`src/core/tia_pkg.sv`:
```
// shared constants for the trap and interrupt arbiter
package tia_pkg;
  localparam int WORD_W = 16;
  // vector addresses (octal as printed)
  localparam logic [15:0] VEC_MAPPING = 16'o250;
  localparam logic [15:0] VEC_BUS_TIMEOUT = 16'o4;
  localparam logic [15:0] VEC_PARITY = 16'o114;
  localparam logic [15:0] VEC_TRACE = 16'o14;
  localparam logic [15:0] VEC_STACK = 16'o4;
  localparam logic [15:0] VEC_POWER = 16'o24;
  localparam logic [15:0] VEC_RESERVED_INSTR = 16'o10;
  localparam logic [15:0] VEC_EMT = 16'o30;
  localparam logic [15:0] VEC_TRAP = 16'o34;
  localparam logic [15:0] STACK_LIMIT = 16'o400;
  localparam logic [15:0] PSW_RESET = 16'h0000;
  localparam logic [15:0] PC_RESET = 16'h0000;
  localparam logic [15:0] SP_RESET = 16'o1000;
  localparam int PSW_TRACE_BIT = 4;
  localparam int PSW_PRIO_LSB = 5;
  localparam logic [15:0] WORD_STEP = 16'h0002;
  // causes in service order, highest first, except that EMT and TRAP are served ahead of HALT
  typedef enum logic [3:0] {
    TIA_C_NONE, TIA_C_MAPPING, TIA_C_TIMEOUT, TIA_C_PARITY, TIA_C_TRACE,
    TIA_C_STACK, TIA_C_POWER, TIA_C_IRQ7, TIA_C_IRQ6, TIA_C_IRQ5,
    TIA_C_IRQ4, TIA_C_HALT, TIA_C_EMT, TIA_C_TRAP
  } tia_cause_e;
  typedef enum logic [1:0] {
    TIA_INS_NONE, TIA_INS_EMT, TIA_INS_TRAP, TIA_INS_RET
  } tia_instr_e;
endpackage

```
`src/core/tia_arbiter.sv`:
```
// trap and interrupt arbiter with vector push and pop sequencer
`timescale 1ns/1ps
module tia_arbiter
  import tia_pkg::*;
(
  input wire logic clk,
  input wire logic rst,
  input wire logic instr_done,
  input wire logic [15:0] instr_word,
  input wire tia_pkg::tia_instr_e instr_kind,
  input wire logic mapping_violation_flag,
  input wire logic bus_timeout_flag,
  input wire logic parity_fault_flag,
  input wire logic control_fault_flag,
  input wire logic [15:0] kernel_sp,
  input wire logic power_good_line,
  input wire logic irq_level_seven,
  input wire logic irq_level_six,
  input wire logic irq_level_five,
  input wire logic irq_level_four,
  input wire logic halt_request_line,
  input wire logic [15:0] irq_vector,
  input wire logic irq_vector_valid,
  input wire logic [15:0] mem_rdata,
  input wire logic mem_ack,
  input wire logic [15:0] pc_in,
  input wire logic [15:0] psw_in,
  output logic abort_q,
  output logic busy_q,
  output logic iack_q,
  output logic [2:0] iack_level_q,
  output logic mem_req_q,
  output logic mem_we_q,
  output logic [15:0] mem_addr_q,
  output logic [15:0] mem_wdata_q,
  output logic [15:0] pc_q,
  output logic [15:0] processor_status_word,
  output logic load_q,
  output logic console_debug_mode,
  output logic [3:0] cause_q,
  output logic [7:0] user_byte_q,
  output logic conflict_q
);
  import tia_pkg::*;
  typedef enum logic [2:0] {
    S_RUN, S_IACK, S_PUSH_PS, S_PUSH_PC, S_RD_PC, S_RD_PS, S_POP_PC, S_POP_PS
  } tia_state_e;
  tia_state_e state_q;
  logic [15:0] sp_q, vec_q, save_pc_q, save_ps_q;
  logic power_drop_q, stack_low_q;
  logic [10:0] req, grant;
  logic any_req;
  logic [2:0] prio;
  logic [3:0] unmasked;
  logic abort_now;
  assign prio = processor_status_word[PSW_PRIO_LSB +: 3];
  // level n passes only while priority field is below n
  assign unmasked[3] = irq_level_seven && (prio < 3'd7);
  assign unmasked[2] = irq_level_six && (prio < 3'd6);
  assign unmasked[1] = irq_level_five && (prio < 3'd5);
  assign unmasked[0] = irq_level_four && (prio < 3'd4);
  assign abort_now = mapping_violation_flag | bus_timeout_flag
                   | parity_fault_flag;
  // abort faults act at once; the rest only at instruction end
  always_comb begin
    req = '0;
    req[0] = mapping_violation_flag;
    req[1] = bus_timeout_flag;
    req[2] = parity_fault_flag;
    if (instr_done) begin
      req[3] = processor_status_word[PSW_TRACE_BIT];
      req[4] = stack_low_q;
      req[5] = power_drop_q;
      req[9:6] = {unmasked[0], unmasked[1], unmasked[2], unmasked[3]};
      req[10] = halt_request_line;
    end
  end
  tia_prio_pick #(.N(11)) u_pick (
    .req(req),
    .grant(grant),
    .any(any_req)
  );
  // sticky stack and power causes, held until their trap is taken
  always_ff @(posedge clk or posedge rst) begin
    if (rst) begin
      stack_low_q <= 1'b0;
      power_drop_q <= 1'b0;
    end else begin
      if (state_q == S_RUN && instr_done && any_req && grant[4]) begin
        stack_low_q <= 1'b0;
      end
      if (state_q == S_RUN && instr_done && any_req && grant[5]) begin
        power_drop_q <= 1'b0;
      end
      if (kernel_sp < STACK_LIMIT) begin
        stack_low_q <= 1'b1;
      end
      if (!power_good_line) begin
        power_drop_q <= 1'b1;
      end
    end
  end
  // fault exclusivity watch
  always_ff @(posedge clk or posedge rst) begin
    if (rst) begin
      conflict_q <= 1'b0;
    end else begin
      conflict_q <= ($countones({control_fault_flag, mapping_violation_flag,
        bus_timeout_flag, parity_fault_flag}) > 1);
    end
  end
  // sequencer: arbitration, push, vector fetch, pop
  always_ff @(posedge clk or posedge rst) begin
    if (rst) begin
      state_q <= S_RUN;
      sp_q <= SP_RESET;
      vec_q <= '0;
      save_pc_q <= '0;
      save_ps_q <= '0;
      pc_q <= PC_RESET;
      processor_status_word <= PSW_RESET;
      abort_q <= 1'b0;
      busy_q <= 1'b0;
      iack_q <= 1'b0;
      iack_level_q <= '0;
      mem_req_q <= 1'b0;
      mem_we_q <= 1'b0;
      mem_addr_q <= '0;
      mem_wdata_q <= '0;
      load_q <= 1'b0;
      console_debug_mode <= 1'b0;
      cause_q <= TIA_C_NONE;
      user_byte_q <= '0;
    end else begin
      abort_q <= 1'b0;
      load_q <= 1'b0;
      case (state_q)
        S_RUN: begin
          busy_q <= 1'b0;
          console_debug_mode <= 1'b0;
          mem_req_q <= 1'b0;
          save_pc_q <= pc_in;
          save_ps_q <= psw_in;
          processor_status_word <= psw_in;
          if (abort_now) begin
            abort_q <= 1'b1;
          end
          if (any_req && !grant[10]) begin
            busy_q <= 1'b1;
            if (grant[0]) begin
              vec_q <= VEC_MAPPING;
              cause_q <= TIA_C_MAPPING;
            end else if (grant[1]) begin
              vec_q <= VEC_BUS_TIMEOUT;
              cause_q <= TIA_C_TIMEOUT;
            end else if (grant[2]) begin
              vec_q <= VEC_PARITY;
              cause_q <= TIA_C_PARITY;
            end else if (grant[3]) begin
              vec_q <= VEC_TRACE;
              cause_q <= TIA_C_TRACE;
            end else if (grant[4]) begin
              vec_q <= VEC_STACK;
              cause_q <= TIA_C_STACK;
            end else begin
              vec_q <= VEC_POWER;
              cause_q <= TIA_C_POWER;
            end
            state_q <= S_PUSH_PS;
            if (|grant[9:6]) begin
              // device supplies the vector during acknowledge
              iack_q <= 1'b1;
              iack_level_q <= grant[6] ? 3'd7 : grant[7] ? 3'd6 :
                              grant[8] ? 3'd5 : 3'd4;
              cause_q <= grant[6] ? TIA_C_IRQ7 : grant[7] ? TIA_C_IRQ6 :
                         grant[8] ? TIA_C_IRQ5 : TIA_C_IRQ4;
              state_q <= S_IACK;
            end
          end else if (instr_done && instr_kind == TIA_INS_RET) begin
            busy_q <= 1'b1;
            mem_req_q <= 1'b1;
            mem_we_q <= 1'b0;
            mem_addr_q <= sp_q;
            state_q <= S_POP_PC;
          end else if (instr_done && (instr_kind == TIA_INS_EMT ||
                       instr_kind == TIA_INS_TRAP)) begin
            busy_q <= 1'b1;
            user_byte_q <= instr_word[7:0];
            vec_q <= (instr_kind == TIA_INS_EMT) ? VEC_EMT : VEC_TRAP;
            cause_q <= (instr_kind == TIA_INS_EMT) ? TIA_C_EMT : TIA_C_TRAP;
            state_q <= S_PUSH_PS;
          end else if (any_req && grant[10]) begin
            console_debug_mode <= 1'b1;
            cause_q <= TIA_C_HALT;
          end
        end
        S_IACK: begin
          if (halt_request_line) begin
            console_debug_mode <= 1'b1;
          end
          if (irq_vector_valid) begin
            iack_q <= 1'b0;
            vec_q <= irq_vector;
            state_q <= S_PUSH_PS;
          end
        end
        S_PUSH_PS, S_PUSH_PC, S_RD_PC, S_RD_PS, S_POP_PC, S_POP_PS: begin
          if (halt_request_line) begin
            console_debug_mode <= 1'b1;
          end
          if (!mem_req_q) begin
            mem_req_q <= 1'b1;
            mem_we_q <= (state_q == S_PUSH_PS || state_q == S_PUSH_PC);
            case (state_q)
              S_PUSH_PS: begin
                mem_addr_q <= sp_q - WORD_STEP;
                mem_wdata_q <= save_ps_q;
              end
              S_PUSH_PC: begin
                mem_addr_q <= sp_q - WORD_STEP;
                mem_wdata_q <= save_pc_q;
              end
              S_RD_PC: mem_addr_q <= vec_q;
              S_RD_PS: mem_addr_q <= vec_q + WORD_STEP;
              default: mem_addr_q <= sp_q;
            endcase
          end else if (mem_ack) begin
            mem_req_q <= 1'b0;
            case (state_q)
              S_PUSH_PS: begin
                sp_q <= sp_q - WORD_STEP;
                state_q <= S_PUSH_PC;
              end
              S_PUSH_PC: begin
                sp_q <= sp_q - WORD_STEP;
                state_q <= S_RD_PC;
              end
              S_RD_PC: begin
                pc_q <= mem_rdata;
                state_q <= S_RD_PS;
              end
              S_RD_PS: begin
                processor_status_word <= mem_rdata;
                load_q <= 1'b1;
                state_q <= S_RUN;
              end
              S_POP_PC: begin
                pc_q <= mem_rdata;
                sp_q <= sp_q + WORD_STEP;
                state_q <= S_POP_PS;
              end
              default: begin
                processor_status_word <= mem_rdata;
                sp_q <= sp_q + WORD_STEP;
                load_q <= 1'b1;
                state_q <= S_RUN;
              end
            endcase
          end
        end
        default: state_q <= S_RUN;
      endcase
    end
  end
  // checks
  chk_mask_seven: assert property (@(posedge clk) disable iff (rst)
    (prio == 3'd7) |-> !(|req[9:6]))
    else $error("interrupt passed at priority seven");
  chk_vec_pc_addr: assert property (@(posedge clk) disable iff (rst)
    (state_q == S_RD_PC && mem_req_q) |-> mem_addr_q == vec_q)
    else $error("pc not read at vector");
  chk_vec_ps_addr: assert property (@(posedge clk) disable iff (rst)
    (state_q == S_RD_PS && mem_req_q) |-> mem_addr_q == vec_q + WORD_STEP)
    else $error("status not read at vector plus two");
  chk_abort_pulse: assert property (@(posedge clk) disable iff (rst)
    (state_q == S_RUN && abort_now) |=> abort_q)
    else $error("abort missing on fault");
  chk_timeout_vec: assert property (@(posedge clk) disable iff (rst)
    (state_q == S_RUN && bus_timeout_flag && !mapping_violation_flag)
    |=> vec_q == VEC_BUS_TIMEOUT)
    else $error("timeout vector wrong");
  chk_parity_vec: assert property (@(posedge clk) disable iff (rst)
    (state_q == S_RUN && parity_fault_flag && !mapping_violation_flag
     && !bus_timeout_flag) |=> vec_q == VEC_PARITY)
    else $error("parity vector wrong");
  chk_mid_instr: assert property (@(posedge clk) disable iff (rst)
    !instr_done |-> !(|req[10:3]))
    else $error("end condition sampled mid instruction");
  chk_power_sticky: assert property (@(posedge clk) disable iff (rst)
    !power_good_line |=> power_drop_q)
    else $error("power drop not held");
  chk_push_order: assert property (@(posedge clk) disable iff (rst)
    (state_q == S_PUSH_PS && mem_req_q && mem_ack) |=> state_q == S_PUSH_PC)
    else $error("push order wrong");
  chk_halt_service: assert property (@(posedge clk) disable iff (rst)
    (state_q != S_RUN && halt_request_line) |=> console_debug_mode)
    else $error("halt in service ignored");
  cov_irq: cover property (@(posedge clk) disable iff (rst) iack_q);
  cov_ret: cover property (@(posedge clk) disable iff (rst)
    state_q == S_POP_PS && mem_ack);
  cov_trap: cover property (@(posedge clk) disable iff (rst)
    state_q == S_RD_PS && load_q == 1'b0 && mem_ack);
endmodule // tia_arbiter

```
`src/core/tia_prio_pick.sv`:
```
// fixed priority picker over pending causes
`timescale 1ns/1ps
module tia_prio_pick #(
  parameter int N = 11
) (
  input wire logic [N-1:0] req,
  output logic [N-1:0] grant,
  output logic any
);
  // refuse an empty request vector at elaboration
  if (N < 1) begin : g_bad_n
    $error("tia_prio_pick: N must be at least one");
  end
  // bit 0 is the highest priority
  always_comb begin
    grant = '0;
    for (int i = N - 1; i >= 0; i--) begin
      if (req[i]) begin
        grant = '0;
        grant[i] = 1'b1;
      end
    end
    any = |req;
  end
endmodule // tia_prio_pick

```
`config.mk`:
```
export PLATFORM = sky130hd
export DESIGN_NAME = tia_arbiter
export DESIGN_NICKNAME = d
export VERILOG_FILES = /design/src/core/tia_pkg.sv /design/src/core/tia_arbiter.sv /design/src/core/tia_prio_pick.sv
export SDC_FILE = /design/constraint.sdc
export NUM_CORES = 1
export LEC_CHECK = 0
export ABC_CLOCK_PERIOD_IN_PS = 5100
export BUFFER_PORTS_ARGS = -buffer_cell sky130_fd_sc_hd__buf_2
export CAP_MARGIN = 40
export CORE_ASPECT_RATIO = 0.6
export CORE_MARGIN = 2
export CORE_UTILIZATION = 52
export CTS_CLUSTER_SIZE = 30
export DETAILED_ROUTE_END_ITERATION = 8
export PLACE_DENSITY = 0.78
export SLEW_MARGIN = 20
export SYNTH_ARGS = -nofsm -noshare
export SYNTH_HDL_FRONTEND = slang
export SYNTH_SLANG_ARGS = --single-unit
```
`constraint.sdc`:
```
create_clock -name clk -period 5.1 [get_ports clk]
set_clock_uncertainty 0.1 [all_clocks]
set_input_delay 0.255 -clock clk [delete_from_list [all_inputs] [get_ports clk]]
set_output_delay 0.255 -clock clk [all_outputs]
set_load 0.02 [all_outputs]
```
==> flow_summary.json <==
{
  "finalHoldViolCount": 0,
  "placed_area_sq_um": 9010,
  "place_inst": 1187,
  "p_int_mw": 3.47,
  "ys_ff_latch": 155,
  "critical_path_class": "reg -> reg",
  "worst_hold_path.endpoint": "pc_q[14]",
  "netSwitchingFraction_pct": 42.5,
  "critPathLaunchType": "flip-flop",
  "area_delta_synth_final_pct": 30.4,
  "grt_max_degree": 81,
  "cpMostUsedCell": "or3_1",
  "whs_path_depth": 2,
  "synth_top_family_by_area": "simple AND/OR/NAND/NOR gates",
  "cts_buffers": 17,
  "chipHeight_um": 99.3,
  "first_pass_iters": 5,
  "ys_warn_count": 0,
  "seqPwrFrac_pct": 36.9,
  "synthAdderAreaFrac_pct": 1.37,
  "crit_chain": "or3_1, buf_4, or3_1, o22ai_2, buf_6, mux2_2",
  "start_util_pct": 53.8,
  "synth_compound_area_share_pct": 11.8,
  "r2r_cells": 6,
  "reg2reg_to": "mem_addr_q[11]",
  "antenna_found_initial": 0,
  "pre_cts_ws_ns": 2.15,
  "core-area_sq_um": 14600,
  "synth_enable_flop_cells": 0,
  "postSynth.asyncResetShare_pct": 100,
  "endpoint_kind": "flip-flop",
  "layout.cells.non_filler": 1287,
  "critical-path-max-stage-delay_ns": 0.59,
  "clk_path_buf_depth": 2,
  "gp_congestion": 0.894,
  "worstSkewPairLatency_ns": 0.42,
  "via_per_inst": 5.50,
  "critical_path_buf_inv_count": 2,
  "pwr-share-comb_pct": 42.3,
  "fill_cells": 1136,
  "synth-xor-area-share_pct": 4.12,
  "wire_per_inst_um": 17.0,
  "yosysSeqAreaShare_pct": 49.3,
  "outcome": "completed",
  "row_count": 34,
  "worst_ep_arrival_time_ns": 3.00,
  "p_per_area_nw_per_um2": 588,
  "leakage_nw": 4.90,
  "grt_pass1_wl_um": 35200,
  "max_cap_violations": 0,
  "cts-root-buf": "clkbuf_16",
  "clock_power_share_pct": 20.8,
  "timing.hold.ws_ns": 0.00553,
  "reg2reg_from": "state_q[1]",
  "route.vias.total": 7074,
  "fp.dieW_um": 163,
  "worstHoldStart": "mem_rdata[14]",
  "tns_ns": 0,
  "cp.required_ns": 5.30,
  "rsz0062_at_grt": "no",
  "cp_top_family": "simple AND/OR/NAND/NOR gates",
  "die_area_sq_um": 16200,
  "layout-drive-gt1-share_pct": 25.6,
  "r2r_slack_ns": 2.29,
  "htree_levels": 4,
  "synth-main-ff-cell": "dfrtp_1",
  "min_period_ns": 2.81,
  "post_synth_and_or_nand_nor_area_fraction_pct": 19.8,
  "grt_pass1_vias": 6702,
  "fin_nets": 1196,
  "slew_violations": 0,
  "finish.utilization_pct": 70.1,
  "switching_power_mw": 2.56,
  "final_antenna_net_count": 0,
  "ir_drop_mv": 0.309,
  "drtIter0Drc": 748,
  "path_max_fanout": 38,
  "routed_wirelength_um": 21800,
  "finalSetupViolations": 0,
  "max_clock_freq_ghz": 0.356,
  "io-pin-count": 200,
  "avgSynthCellArea_sq_um": 9.35,
  "cts_tree": "done",
  "hold_path.class": "in -> reg",
  "dp_hpwl_um": 14900,
  "grt.total_usage_pct": 27.9,
  "synthMuxAreaShare_pct": 9.94,
  "cp_slowest_cell": "dfrtp_1",
  "cts_resized": 0,
  "finalCritPeriodShare_pct": 55.0,
  "clkTransAtPathRegs_ns": 0.07,
  "synth.distinct_cells": 63,
  "slew_headroom_pct": 50.8,
  "worst_slew_pin_slew_ns": 0.735,
  "post-route-cell-area_sq_um": 10300,
  "synthesis.nets": 963,
  "cts.sinks": 155,
  "syn_inst": 842,
  "finalWorstSetupSlack_ns": 2.29,
  "grt-ovfl-total": 0,
  "io_buffers": 183,
  "finalPower_mw": 6.03,
  "drc_errors": 0,
  "syn_area_sq_um": 7870
}
==> power groups by stage <==
stage	sequential [mW]	clock [mW]	combinational, mW
after floorplan	2.41	0	1.48
after global placement	2.23	0	2.34
after detailed placement	2.25	0	2.45
after CTS	2.24	1.27	2.49
after global routing	2.30	1.33	2.81
final	2.23	1.25	2.55
==> cells in the mapped netlist, types with 7 or more instances <==
library cell | n | area share [%]
nand2_1 | 179 | 8.5
dfrtp_1 | 154 | 49
nor2_1 | 62 | 3.0
o21ai_0 | 56 | 3.6
a21oi_1 | 47 | 3.0
mux2i_1 | 41 | 5.2
clkbuf_1 | 37 | 1.8
mux2_2 | 33 | 4.7
nand3_1 | 21 | 1.3
xnor2_1 | 20 | 2.2
inv_1 | 19 | 0.91
nor3_1 | 18 | 1.1
xor2_1 | 17 | 1.9
nand4_1 | 11 | 0.87
nor4_1 | 11 | 0.87
nor2b_1 | 10 | 0.80
nand2b_1 | 8 | 0.64
buf_2 | 7 | 0.45
ha_1 | 7 | 1.1
==> final cells by class <==
cell class	instances	area [sq um]	share of cell area, %
inverters	20	80.1	0.780
clock inverters	13	130	1.27
multi-input cells	616	3720	36.3
repair buffers	265	1760	17.1
diodes	1	2.50	0.0244
flip-flops and latches	155	3880	37.8
well taps	198	248	2.41
clock buffers	19	443	4.32
==> what timing repair did <==
action                    4_1_cts  5_1_grt
hold endpoints to repair       90        0
hold buffers                   65        0
buffers inserted                0        0
==> flip-flops by register name, summed over array words and instances, names as in the netlist, 3 cells and up <==
register	cells
iack_level_q	3
user_byte_q	8
save_ps_q	16
state_q	3
sp_q	15
cause_q	4
pc_q	16
processor_status_word	16
vec_q	16
save_pc_q	16
mem_wdata_q	16
mem_addr_q	16
==> how the worst max path moves through the flow <==
stage	startpoint	end	slack (ns)	depth (start not counted)
floorplan	rst	abort_q	0.57	1
global placement	state_q[0]	mem_addr_q[8]	1.90	6
detailed placement	state_q[0]	mem_addr_q[11]	2.15	6
CTS	state_q[0]	mem_addr_q[11]	2.14	6
global route	processor_status_word[6]	vec_q[2]	2.10	7
finish	state_q[1]	mem_addr_q[11]	2.29	6
==> cells by family (layout without fill, tap and decap cells) <==
| kind of cell | count (synthesis) | after routing |
|---|---|---|
| XOR/XNOR | 37 | 37 |
| AND/OR/NAND/NOR | 347 | 347 |
| flip-flops | 155 | 155 |
| other | 0 | 1 |
| multiplexers | 74 | 74 |
| AO/OA/AOI/OAI | 150 | 150 |
| buffers and inverters | 71 | 317 |
| adder cells (fa/ha/maj) | 8 | 8 |
==> cells in the final DEF, fill, tap and decap left out, types with 10 or more instances in the layout <==
cell type / n
xor2_1: 17
o21ai_0: 56
dfrtp_1: 154
nor2b_1: 10
nor3_1: 17
clkbuf_16: 17
nor4_1: 11
buf_2: 183
nand2_1: 179
nor2_1: 59
nand3_1: 21
nand4_1: 11
a21oi_1: 47
mux2_2: 33
xnor2_1: 20
mux2i_1: 41
dlygate4sd3_1: 65
inv_1: 18
==> per-layer routing <==
layer	track usage [%]	share of wire, %	vias up
met1	42.3	47	3365
met4	6.33	1.3	0
li1	-	-	3360
met2	41.6	43	325
met5	0	0	-
met3	5.59	8.9	24
Note: power is estimated with default switching activity, not from simulation.
